$ cat src/include/tcpo_pkg.sv
/*
  Constants and types for the 16-bit capture / pulse generator / one-shot timer.
  Assumes a single system clock; encodings of control fields are shared with software.
*/
package tcpo_pkg;

  // Counter width and limits
  localparam int TCPO_W = 16;
  localparam logic [15:0] TCPO_COUNT_ZERO = 16'h0000;
  localparam logic [15:0] TCPO_COUNT_ONE = 16'h0001;
  localparam logic [15:0] TCPO_COUNT_MAX = 16'hFFFF;

  // Operating-mode field encodings
  localparam logic [1:0] TCPO_MODE_STOP = 2'h0;
  localparam logic [1:0] TCPO_MODE_FREE = 2'h1;
  localparam logic [1:0] TCPO_MODE_EDGE_CLR = 2'h2;
  localparam logic [1:0] TCPO_MODE_PPG = 2'h3;

  // Valid-edge select encodings
  localparam logic [1:0] TCPO_EDGE_FALL = 2'h0;
  localparam logic [1:0] TCPO_EDGE_RISE = 2'h1;
  localparam logic [1:0] TCPO_EDGE_NONE = 2'h2;
  localparam logic [1:0] TCPO_EDGE_BOTH = 2'h3;

  // Count-clock select encodings
  localparam logic [1:0] TCPO_CLK_DIV1 = 2'h0;
  localparam logic [1:0] TCPO_CLK_DIV4 = 2'h1;
  localparam logic [1:0] TCPO_CLK_DIV16 = 2'h2;
  localparam logic [1:0] TCPO_CLK_DIV256 = 2'h3;

  // Divider masks: tick when the masked divider bits are all ones
  localparam logic [7:0] TCPO_MASK_DIV1 = 8'h00;
  localparam logic [7:0] TCPO_MASK_DIV4 = 8'h03;
  localparam logic [7:0] TCPO_MASK_DIV16 = 8'h0F;
  localparam logic [7:0] TCPO_MASK_DIV256 = 8'hFF;
  localparam logic [7:0] TCPO_DIV_ONE = 8'h01;
  localparam logic [7:0] TCPO_DIV_ZERO = 8'h00;

  // One-shot sequencer states
  typedef enum logic [1:0] {
    TCPO_OS_IDLE,
    TCPO_OS_DELAY,
    TCPO_OS_ACTIVE
  } tcpo_os_state_t;

endpackage

$ cat src/design/tcpo_timer.sv
/*
  16-bit timer with two capture/compare channels, pulse generator and one-shot output.
  Assumes control bits arrive as clk-domain levels and one-cycle pulses from software
  logic; edge inputs are asynchronous pins.
*/
`timescale 1ns/1ps
module tcpo_timer (
  // Clock and reset
  input wire logic clk,
  input wire logic rst_n,
  // Edge input pins
  input wire logic edge_input_a,
  input wire logic edge_input_b,
  // Mode control
  input wire logic [1:0] op_mode,
  input wire logic edge_toggle_bit,
  input wire logic overflow_clear,
  // Capture/compare control
  input wire logic cr_a_capture,
  input wire logic cr_a_src_reverse_a,
  input wire logic cr_b_capture,
  // Output control
  input wire logic timer_out_enable,
  input wire logic toggle_on_a,
  input wire logic toggle_on_b,
  input wire logic oneshot_enable,
  input wire logic oneshot_trigger,
  input wire logic level_set,
  input wire logic level_reset,
  // Prescaler and valid-edge selection
  input wire logic [1:0] clock_select,
  input wire logic [1:0] edge_sel_a,
  input wire logic [1:0] edge_sel_b,
  // Channel register writes
  input wire logic ch_a_wr,
  input wire logic ch_b_wr,
  input wire logic [15:0] wr_data,
  // State and events
  output logic [15:0] timer_count,
  output logic [15:0] channel_a_reg,
  output logic [15:0] channel_b_reg,
  output logic overflow_flag,
  output logic timer_output,
  output logic channel_a_irq,
  output logic channel_b_irq
);

  logic [7:0] div_cnt;
  logic [7:0] div_mask;
  logic tick;
  logic running;
  logic a_valid;
  logic a_reverse;
  logic b_valid;
  logic pend_av;
  logic pend_ar;
  logic pend_bv;
  logic pend_sw;
  logic ev_av;
  logic ev_ar;
  logic ev_bv;
  logic ev_sw;
  logic step;
  logic a_compare;
  logic b_compare;
  logic match_a;
  logic match_b;
  logic os_mode;
  logic os_trig;
  logic clear_cnt;
  logic cap_a;
  logic cap_b;
  logic out_level;
  logic next_level;
  tcpo_pkg::tcpo_os_state_t os_state;

  // Input edge detectors
  tcpo_edge_detect u_edge_a (
    .clk(clk),
    .rst_n(rst_n),
    .pin(edge_input_a),
    .edge_sel(edge_sel_a),
    .valid_edge(a_valid),
    .reverse_edge(a_reverse)
  );

  tcpo_edge_detect u_edge_b (
    .clk(clk),
    .rst_n(rst_n),
    .pin(edge_input_b),
    .edge_sel(edge_sel_b),
    .valid_edge(b_valid),
    .reverse_edge()
  );

  // Free-running divider
  always_ff @(posedge clk or negedge rst_n) begin
    if (!rst_n) begin
      div_cnt <= tcpo_pkg::TCPO_DIV_ZERO;
    end else begin
      div_cnt <= div_cnt + tcpo_pkg::TCPO_DIV_ONE;
    end
  end

  // Count-clock selection
  always_comb begin
    unique case (clock_select)
      tcpo_pkg::TCPO_CLK_DIV1: div_mask = tcpo_pkg::TCPO_MASK_DIV1;
      tcpo_pkg::TCPO_CLK_DIV4: div_mask = tcpo_pkg::TCPO_MASK_DIV4;
      tcpo_pkg::TCPO_CLK_DIV16: div_mask = tcpo_pkg::TCPO_MASK_DIV16;
      tcpo_pkg::TCPO_CLK_DIV256: div_mask = tcpo_pkg::TCPO_MASK_DIV256;
    endcase
  end

  assign tick = (div_cnt & div_mask) == div_mask;
  assign running = op_mode != tcpo_pkg::TCPO_MODE_STOP;
  assign step = tick & running;

  // Events held until the next count clock
  assign ev_av = pend_av | a_valid;
  assign ev_ar = pend_ar | a_reverse;
  assign ev_bv = pend_bv | b_valid;
  assign ev_sw = pend_sw | oneshot_trigger;

  always_ff @(posedge clk or negedge rst_n) begin
    if (!rst_n) begin
      pend_av <= 1'b0;
      pend_ar <= 1'b0;
      pend_bv <= 1'b0;
      pend_sw <= 1'b0;
    end else begin
      pend_av <= running & ~tick & ev_av;
      pend_ar <= running & ~tick & ev_ar;
      pend_bv <= running & ~tick & ev_bv;
      pend_sw <= running & ~tick & ev_sw;
    end
  end

  // Compare and capture decode
  assign a_compare = ~cr_a_capture | (op_mode == tcpo_pkg::TCPO_MODE_PPG);
  assign b_compare = ~cr_b_capture | (op_mode == tcpo_pkg::TCPO_MODE_PPG);
  assign match_a = step & a_compare & (timer_count == channel_a_reg);
  assign match_b = step & b_compare & (timer_count == channel_b_reg);
  assign os_mode = oneshot_enable & ((op_mode == tcpo_pkg::TCPO_MODE_FREE) |
                   (op_mode == tcpo_pkg::TCPO_MODE_EDGE_CLR));
  assign os_trig = step & os_mode & (ev_sw | ev_av);
  assign clear_cnt = os_trig |
                     (step & (op_mode == tcpo_pkg::TCPO_MODE_EDGE_CLR) & ev_av) |
                     (match_a & (op_mode == tcpo_pkg::TCPO_MODE_PPG));
  // Channel A from edge B or reverse phase of edge A
  assign cap_a = step & ~a_compare & (cr_a_src_reverse_a ? ev_ar : ev_bv);
  // Channel B only ever from edge A
  assign cap_b = step & ~b_compare & ev_av;

  // Counter: count up, clear on restart conditions, wrap at maximum
  always_ff @(posedge clk or negedge rst_n) begin
    if (!rst_n) begin
      timer_count <= tcpo_pkg::TCPO_COUNT_ZERO;
    end else if (!running) begin
      timer_count <= tcpo_pkg::TCPO_COUNT_ZERO;
    end else if (clear_cnt) begin
      timer_count <= tcpo_pkg::TCPO_COUNT_ZERO;
    end else if (tick) begin
      timer_count <= timer_count + tcpo_pkg::TCPO_COUNT_ONE;
    end
  end

  // Overflow flag: set wins over software clear
  always_ff @(posedge clk or negedge rst_n) begin
    if (!rst_n) begin
      overflow_flag <= 1'b0;
    end else if (step & ~clear_cnt & (timer_count == tcpo_pkg::TCPO_COUNT_MAX)) begin
      overflow_flag <= 1'b1;
    end else if (overflow_clear) begin
      overflow_flag <= 1'b0;
    end
  end

  // Channel A register: capture wins over a write
  always_ff @(posedge clk or negedge rst_n) begin
    if (!rst_n) begin
      channel_a_reg <= tcpo_pkg::TCPO_COUNT_ZERO;
    end else if (cap_a) begin
      channel_a_reg <= timer_count;
    end else if (ch_a_wr) begin
      channel_a_reg <= wr_data;
    end
  end

  // Channel B register: capture wins over a write
  always_ff @(posedge clk or negedge rst_n) begin
    if (!rst_n) begin
      channel_b_reg <= tcpo_pkg::TCPO_COUNT_ZERO;
    end else if (cap_b) begin
      channel_b_reg <= timer_count;
    end else if (ch_b_wr) begin
      channel_b_reg <= wr_data;
    end
  end

  // Interrupt pulses from matches and captures; channel A capture pulse follows edge B even when A captures on reverse edge A
  always_ff @(posedge clk or negedge rst_n) begin
    if (!rst_n) begin
      channel_a_irq <= 1'b0;
      channel_b_irq <= 1'b0;
    end else begin
      channel_a_irq <= match_a | (step & ~a_compare & ev_bv);
      channel_b_irq <= match_b | cap_b;
    end
  end

  // One-shot sequencer
  always_ff @(posedge clk or negedge rst_n) begin
    if (!rst_n) begin
      os_state <= tcpo_pkg::TCPO_OS_IDLE;
    end else if (!running || !os_mode) begin
      os_state <= tcpo_pkg::TCPO_OS_IDLE;
    end else if (os_trig) begin
      os_state <= tcpo_pkg::TCPO_OS_DELAY;
    end else begin
      unique case (os_state)
        tcpo_pkg::TCPO_OS_IDLE: os_state <= tcpo_pkg::TCPO_OS_IDLE;
        tcpo_pkg::TCPO_OS_DELAY: begin
          if (match_a) begin
            os_state <= tcpo_pkg::TCPO_OS_ACTIVE;
          end
        end
        tcpo_pkg::TCPO_OS_ACTIVE: begin
          if (match_b) begin
            os_state <= tcpo_pkg::TCPO_OS_IDLE;
          end
        end
      endcase
    end
  end

  // Next output level by mode
  always_comb begin
    next_level = out_level;
    if (!running) begin
      if (level_set) begin
        next_level = 1'b1;
      end else if (level_reset) begin
        next_level = 1'b0;
      end
    end else if (op_mode == tcpo_pkg::TCPO_MODE_PPG) begin
      if (match_a) begin
        next_level = 1'b1;
      end else if (match_b) begin
        next_level = 1'b0;
      end
    end else if (os_mode) begin
      if (!os_trig && os_state == tcpo_pkg::TCPO_OS_DELAY && match_a) begin
        next_level = ~out_level;
      end else if (!os_trig && os_state == tcpo_pkg::TCPO_OS_ACTIVE && match_b) begin
        next_level = ~out_level;
      end
    end else begin
      next_level = out_level ^ (match_a & toggle_on_a) ^ (match_b & toggle_on_b) ^
                   (step & edge_toggle_bit & ev_av);
    end
  end

  // Output level and gated pin
  always_ff @(posedge clk or negedge rst_n) begin
    if (!rst_n) begin
      out_level <= 1'b0;
      timer_output <= 1'b0;
    end else begin
      out_level <= next_level;
      timer_output <= timer_out_enable & next_level;
    end
  end

endmodule

$ cat src/design/tcpo_edge_detect.sv
/*
  Synchroniser and valid-edge detector for one timer input pin.
  Assumes the pin is asynchronous to clk; outputs are one-cycle pulses.
*/
`timescale 1ns/1ps
module tcpo_edge_detect (
  // Clock and reset
  input wire logic clk,
  input wire logic rst_n,
  // Pin and edge selection
  input wire logic pin,
  input wire logic [1:0] edge_sel,
  // Detected edges
  output logic valid_edge,
  output logic reverse_edge
);

  logic sync_1;
  logic sync_2;
  logic prev;
  logic rise;
  logic fall;

  // Two-stage synchroniser, then a history flop
  always_ff @(posedge clk or negedge rst_n) begin
    if (!rst_n) begin
      sync_1 <= 1'b0;
      sync_2 <= 1'b0;
      prev <= 1'b0;
    end else begin
      sync_1 <= pin;
      sync_2 <= sync_1;
      prev <= sync_2;
    end
  end

  assign rise = sync_2 & ~prev;
  assign fall = ~sync_2 & prev;

  // Edge pulses by selection; reverse phase only for single-edge choices
  always_ff @(posedge clk or negedge rst_n) begin
    if (!rst_n) begin
      valid_edge <= 1'b0;
      reverse_edge <= 1'b0;
    end else begin
      unique case (edge_sel)
        tcpo_pkg::TCPO_EDGE_FALL: begin
          valid_edge <= fall;
          reverse_edge <= rise;
        end
        tcpo_pkg::TCPO_EDGE_RISE: begin
          valid_edge <= rise;
          reverse_edge <= fall;
        end
        tcpo_pkg::TCPO_EDGE_NONE: begin
          valid_edge <= 1'b0;
          reverse_edge <= 1'b0;
        end
        tcpo_pkg::TCPO_EDGE_BOTH: begin
          valid_edge <= rise | fall;
          reverse_edge <= 1'b0;
        end
      endcase
    end
  end

endmodule

$ cat config.mk
export PLATFORM = sky130hd
export DESIGN_NAME = tcpo_timer
export DESIGN_NICKNAME = d
export VERILOG_FILES = /design/src/include/tcpo_pkg.sv /design/src/design/tcpo_timer.sv /design/src/design/tcpo_edge_detect.sv
export SDC_FILE = /design/constraint.sdc
export NUM_CORES = 1
export LEC_CHECK = 0
export BUFFER_PORTS_ARGS = -buffer_cell sky130_fd_sc_hd__buf_2
export CORE_MARGIN = 3
export CORE_UTILIZATION = 40
export CTS_CLUSTER_DIAMETER = 60
export DETAILED_ROUTE_END_ITERATION = 16
export GPL_ROUTABILITY_DRIVEN = 0
export SLEW_MARGIN = 30
export SYNTH_ARGS = -nofsm -noshare
export SYNTH_HDL_FRONTEND = slang
export SYNTH_SLANG_ARGS = --single-unit
$ cat constraint.sdc
create_clock -name clk -period 2.38 [get_ports clk]
set_input_delay 0.119 -clock clk [delete_from_list [all_inputs] [get_ports clk]]
set_output_delay 0.119 -clock clk [all_outputs]
set_load 0.02 [all_outputs]
Yosys cells after proc, flatten, opt, wreduce, memory -nomap -nowiden
Index checks and enable logic that the tools add are counted.
{"block": "classes", "add_sub_neg": 2, "multipliers": 0, "n_div": 0, "magnitude_cmp": 0, "n_eq_ne": 21, "shifts": 0, "mux": 28, "bitwise": 61, "reduce_logical": 18}
{"op": "two-way mux 16 bit", "count": 7}
{"op": "bitwise AND 1 bit", "count": 32}
{"op": "equality test 16 bit", "count": 2}
{"op": "one-hot mux 8 bit (4 select lines)", "count": 1}
{"op": "equality test 2 bit (second input constant)", "count": 9}
{"op": "adder 16 x 1 -> 16 bit (second input constant)", "count": 1}
{"op": "equality test 16 bit (second input constant)", "count": 1}
{"op": "bitwise OR 1 bit", "count": 14}
{"op": "two-way mux 1 bit", "count": 12}
{"op": "NOT 1 bit", "count": 11}
{"op": "equality test 2 x 1 -> 1 bit (second input constant)", "count": 5}
{"op": "adder 8 x 1 -> 8 bit (second input constant)", "count": 1}
{"op": "bitwise AND 8 bit", "count": 1}
{"op": "equality test 8 bit", "count": 1}
{"op": "logical NOT 2 bit", "count": 4}
{"op": "two-way mux 2 bit", "count": 4}
{"op": "!= test 4 bit (second input constant)", "count": 2}
{"op": "one-hot mux 1 bit (4 select lines)", "count": 2}
{"op": "nonzero test 2 bit", "count": 4}
{"op": "one-hot mux 2 bit (3 select lines)", "count": 1}
{"op": "logical AND 1 bit", "count": 4}
{"op": "logical NOT 1 bit", "count": 3}
{"op": "!= test 3 x 2 -> 1 bit (second input constant)", "count": 1}
{"op": "one-hot mux 1 bit (3 select lines)", "count": 1}
{"op": "other kinds (4)", "count": 6}
{"block": "totals", "ff_bits": 76, "latchBits": 0, "ramBits": 0, "rom_bits": 0, "out_inout_bits": 52, "mem_count": 0}

Logic depth before layout (Yosys ltp)
{"block": "depth", "word_depth": 16, "ltp_mapped": 10, "depth_no_buf": 9}

Hierarchy
A second synthesis with hierarchy kept.
{"block": "hier_totals", "hier_cells": 414, "hier_area_um2": 4106.4}
{"mod": "tcpo_timer", "instances": 1, "cells_each": 386, "area_per_inst_um2": 3723.6, "seq_area_each_um2": 1676.6}
{"mod": "tcpo_edge_detect", "instances": 2, "cells_each": 14, "area_per_inst_um2": 191.4, "seq_area_each_um2": 125.1}

Least setup slack after synthesis
Ideal clock, no wire load.
{"block": "synth_path", "path_type": "reg-to-reg", "start": "register timer_count[7]", "end": "register timer_output", "arrival_ns": 2.463, "slack_ns": -0.213, "stages_incl_launch_ff": 9, "n_path_buf": 1, "synth_period_minus_slack_ns": 2.593, "cell_sequence": "dfrtp_1 -> buf_6 -> xnor2_1 -> nand4_1 -> or4_4 -> o31a_1 -> or4_4 -> a221oi_2 -> o31ai_1"}
{"block": "synth_between", "elab_chain_cells": 10, "word_cells_on_any_way": 19}
{"item": "start: declaration", "line": "tcpo_timer.sv:39", "rtl": "output logic [15:0] timer_count,"}
{"item": "start signal: assignment", "line": "tcpo_timer.sv:158", "rtl": "timer_count <= tcpo_pkg::TCPO_COUNT_ZERO;"}
{"item": "start signal: assignment", "line": "tcpo_timer.sv:160", "rtl": "timer_count <= tcpo_pkg::TCPO_COUNT_ZERO;"}
{"item": "start signal: assignment", "line": "tcpo_timer.sv:162", "rtl": "timer_count <= tcpo_pkg::TCPO_COUNT_ZERO;"}
{"item": "equality test 16 bit", "line": "tcpo_timer.sv:142", "rtl": "assign match_a = step & a_compare & (timer_count == channel_a_reg);"}
{"item": "bitwise AND 1 bit", "line": "tcpo_timer.sv:142"}
{"item": "bitwise AND 1 bit", "line": "tcpo_timer.sv:259", "rtl": "next_level = out_level ^ (match_a & toggle_on_a) ^ (match_b & toggle_on_b) ^"}
{"item": "XOR 1 bit (3 in a row)", "line": "tcpo_timer.sv:259"}
{"item": "two-way mux 1 bit", "line": "tcpo_timer.sv:252", "rtl": "end else if (os_mode) begin"}
{"item": "two-way mux 1 bit (*)", "line": "tcpo_timer.sv:246", "rtl": "end else if (op_mode == tcpo_pkg::TCPO_MODE_PPG) begin"}
{"item": "two-way mux 1 bit (*)", "line": "tcpo_timer.sv:240", "rtl": "if (!running) begin"}
{"item": "bitwise AND 1 bit (*)", "line": "tcpo_timer.sv:271", "rtl": "timer_output <= timer_out_enable & next_level;"}
{"item": "end signal: assignment", "line": "tcpo_timer.sv:271"}
{"item": "end: declaration", "line": "tcpo_timer.sv:43", "rtl": "output logic timer_output,"}
Mark *: on every way between the ends. The rest lies on a longest branch, timed or not.
A chain may end at the register's enable or synchronous reset.

Worst setup path after layout
{"block": "layout_path", "start": "register channel_b_reg[9]", "end": "register timer_output"}
{"block": "layout_between", "elab_chain_cells": 9, "word_cells_on_any_way": 14}
{"item": "start: declaration", "line": "tcpo_timer.sv:41", "rtl": "output logic [15:0] channel_b_reg,"}
{"item": "start signal: assignment", "line": "tcpo_timer.sv:193", "rtl": "channel_b_reg <= tcpo_pkg::TCPO_COUNT_ZERO;"}
{"item": "start signal: assignment", "line": "tcpo_timer.sv:195", "rtl": "channel_b_reg <= timer_count;"}
{"item": "start signal: assignment", "line": "tcpo_timer.sv:197", "rtl": "channel_b_reg <= wr_data;"}
{"item": "equality test 16 bit (*)", "line": "tcpo_timer.sv:143", "rtl": "assign match_b = step & b_compare & (timer_count == channel_b_reg);"}
{"item": "bitwise AND 1 bit (*)", "line": "tcpo_timer.sv:143"}
{"item": "bitwise AND 1 bit / logical AND 1 bit (equally long branches)", "line": "tcpo_timer.sv:259, tcpo_timer.sv:255"}
{"item": "XOR 1 bit / two-way mux 1 bit (equally long branches)", "line": "tcpo_timer.sv:259, tcpo_timer.sv:255"}
{"item": "XOR 1 bit / two-way mux 1 bit (equally long branches)", "line": "tcpo_timer.sv:259, tcpo_timer.sv:253"}
{"item": "two-way mux 1 bit", "line": "tcpo_timer.sv:252"}
{"item": "two-way mux 1 bit (*)", "line": "tcpo_timer.sv:246"}
{"item": "two-way mux 1 bit (*)", "line": "tcpo_timer.sv:240"}
{"item": "bitwise AND 1 bit (*)", "line": "tcpo_timer.sv:271"}
Marked as above.

==> impl_metrics.csv <==
group,metric,value,unit
timing,hold_viol_final,0,
global_route,grt_overflow,0,
drt,drt_iter0_drc,139,
timing,slew_viol_final,0,
yosys,yosysSeqAreaShare,46.8,%
clocking,clkLatencyLatePin,0.35,ns
min_path,min_to,"timer_output$_DFF_PN0_",
clocking,path_clk_slew,0.08,ns
min_path,min_from,"timer_out_enable",
timing,setup_viol,2,
status,violations,"setup timing",
floorplan,num_rows,36,
worst_setup_path,cp_cell_sequence,"xnor2_2 -> nand4_1 -> or4_4 -> o31a_1 -> or4_4 -> a221oi_4 -> o31ai_1",
cells_and_area,instances_no_fill,679,
worst_setup_path,cp-end-kind,"flop",
timing,worst_slack,-0.0848,ns
cells_and_area,final_common_cell,"buf_2",
status,status,"complete, but fails checks",
clocking,cts_max_level,3,
cells_and_area,fin_area,5170,µm²
yosys,syn-instance-count,418,
worst_setup_path,cpPeakStageDelay,0.53,ns
global_route,grt_max_degree,53,
yosys,synthFlopType,"dfrtp_1",
timing,hold_slack,0.0276,ns
min_path,hold_depth,3,
worst_setup_path,crit_path_max_fanout,2,
drt,num_vias,3386,
clocking,cts_tree,"done",
timing,tightest_slew,0.682,ns
floorplan,die_y,107,µm
timing,skew,0.00614,ns
floorplan,ios,94,
cells_and_area,drive_gt1_share,30.2,%
timing,fin_crit_sh,104,%
timing,finalSetupTns,-0.162,ns
cells_and_area,n_antenna_cell,0,
global_route,grt_pass1_vias,3412,
pwr,p_per_area,627,nW/µm²
timing,max_freq,406,MHz
worst_setup_path,start_kind,"flop",
pwr,p_leak,2.59,nW
worst_setup_path,cp.arrival,2.70,ns
timing,slew_headroom,54.5,%
place,placed_area,4900,µm²
min_path,hold_class,"input port to flop",
worst_setup_path,cp.required,2.61,ns
clocking,clock_sinks,76,
yosys,synthArstFlopShare,100,%
yosys,synth_edf_count,0,
worst_setup_path,r2r_end,"timer_output$_DFF_PN0_",
yosys,yosysUniqueCellTypes,46,
clocking,cts_buffers,9,
run,drv_cap,0,
drt,postRouteWirelength,10.7,mm
yosys,yosysWarnings,0,
floorplan,die-area,11400,µm²
global_route,track_usage,19.8,%
cells_and_area,mostFrequentLayoutCells,"92 x buf_2, 72 x dfrtp_1, 65 x nor2_1",
worst_setup_path,crit_path_top_delay_cell,"or4_4",
floorplan,core,9820,µm²
global_route,antenna_found_initial,0,
drt,drt_drc_violations_left,0,
place,dpl.hpwl,7.96,mm
clocking,cts_root_buf,"clkbuf_8",
yosys,syn_nets,469,
yosys,syn_area,4070,µm²
cells_and_area,num-nets-final,592,
worst_setup_path,reg2reg_from,"channel_b_reg[9]$_DFFE_PN0P_",
worst_setup_path,critPathKind,"flop to flop",
floorplan,start_util,41.4,%
yosys,avgSynthCellArea,9.73,µm²
floorplan,die_w,107,µm
drt,via_per_inst,4.99,
drt,drt.antenna.violating_nets,0,
worst_setup_path,reg2regPathDepth,7,
worst_setup_path,rrSetupSlack,-0.08,ns
pwr,p_total,0.00324,W
drt,first_pass_iters,4,
timing,fin_crit,2.46,ns
place,placed_cells_incl_taps,656,
place,port-buffer-count,93,
drt,wl_per_cell,15.7,µm
pwr,vdd_drop_max,0.344,mV
timing,rsz0062_at_grt,"true",
worst_setup_path,cpMostUsedCell,"or4_4",
global_route,grt_pass1_wl,17.5,mm
yosys,ys_seq_elements,76,
clocking,cts_buffer_depth,2,
cells_and_area,syn_to_final_growth,27.0,%
==> cells by family (layout without fill, tap and decap cells) <==
kind of cell / count (synthesis) / in the layout / synth area share (%)
AND/OR/NAND/NOR: 140 / 140 / 16.5
flip-flops: 76 / 76 / 46.8
AO/OA/AOI/OAI: 60 / 60 / 9.11
XOR/XNOR: 51 / 51 / 11.2
buffers and inverters: 46 / 174 / 4.83
multiplexers: 36 / 36 / 8.86
adder cells (fa/ha/maj): 9 / 9 / 2.77
==> synth_stat cells, types with 2 or more instances <==
cell,number,area share (%)
nand2_1,16,1.5
nor2_1,65,6.0
mux2i_1,36,8.9
xnor2_1,33,7.1
nand4_1,9,1.4
and3_1,5,0.77
clkbuf_1,24,2.2
buf_6,3,0.83
or3_1,3,0.46
o21ai_0,6,0.74
a21oi_1,34,4.2
nor3_1,7,0.86
ha_1,9,2.8
inv_1,17,1.6
nor4_1,5,0.77
o22ai_1,4,0.62
nand2b_1,4,0.62
nor3b_1,2,0.37
or2_2,3,0.46
or4_4,2,0.55
nand3_1,13,1.6
nand3b_1,2,0.37
o31ai_1,2,0.37
dfrtp_1,76,47
xor2_1,17,3.7
==> metrics by stage <==
step           util [%]  setup WS, ns
3_5_place_dp       49.9       -0.0751
2_1_floorplan         -        -0.137
3_3_place_gp       49.9       -0.0376
6_report           52.6       -0.0848
4_1_cts            52.5       -0.0847
5_1_grt            52.6        -0.216
==> critical path, delay by kind of cell (launching register included) <==
kind | cells | cell delay [ns]
XOR/XNOR | 1 | 0.16
flip-flops | 1 | 0.41
AO/OA/AOI/OAI | 3 | 0.64
AND/OR/NAND/NOR | 3 | 1.13
==> layer usage <==
layer	global-route usage (%)	share of wire, %	vias up
met2	31.2	47	84
met3	4.03	4.7	17
met4	6.67	2.2	0
li1	-	-	1670
met1	27.5	46	1615
met5	0	0	-
==> worst max-delay path by stage <==
| stage | start | end | slack (ns) |
|---|---|---|---|
| after global placement | channel_b_reg[9]$_DFFE_PN0P_ | timer_output$_DFF_PN0_ | -0.04 |
| final | channel_b_reg[9]$_DFFE_PN0P_ | timer_output$_DFF_PN0_ | -0.08 |
| after floorplan | timer_count[9]$_DFFE_PN0P_ | timer_output$_DFF_PN0_ | -0.14 |
| after CTS | channel_b_reg[9]$_DFFE_PN0P_ | timer_output$_DFF_PN0_ | -0.08 |
| after detailed placement | channel_b_reg[9]$_DFFE_PN0P_ | timer_output$_DFF_PN0_ | -0.08 |
| after global routing | channel_b_reg[4]$_DFFE_PN0P_ | timer_output$_DFF_PN0_ | -0.22 |
==> what timing repair did <==
item,CTS,global route
endpoints found under the setup margin,2,2
hold buffers,6,0
buffers inserted,0,1
endpoints found under the hold margin,55,0
resized for setup,1,0
cloned,0,0
==> area by class of cell <==
class                   instances  area [µm²]
clock buffers                  11         131
fillers                       958        4650
well taps                     133         166
multi-input cells             296        2000
repair buffers                141         843
inverters                      17        63.8
clock inverters                 5        52.6
flip-flops and latches         76        1910
==> power by group <==
group	internal (W)	switching (W)	total [W]
Combinational	0.000331	0.000432	0.000763
Sequential	0.00140	0.000104	0.00151
Clock	0.000480	0.000490	0.000970
Note: power is estimated with default switching activity, not from simulation.
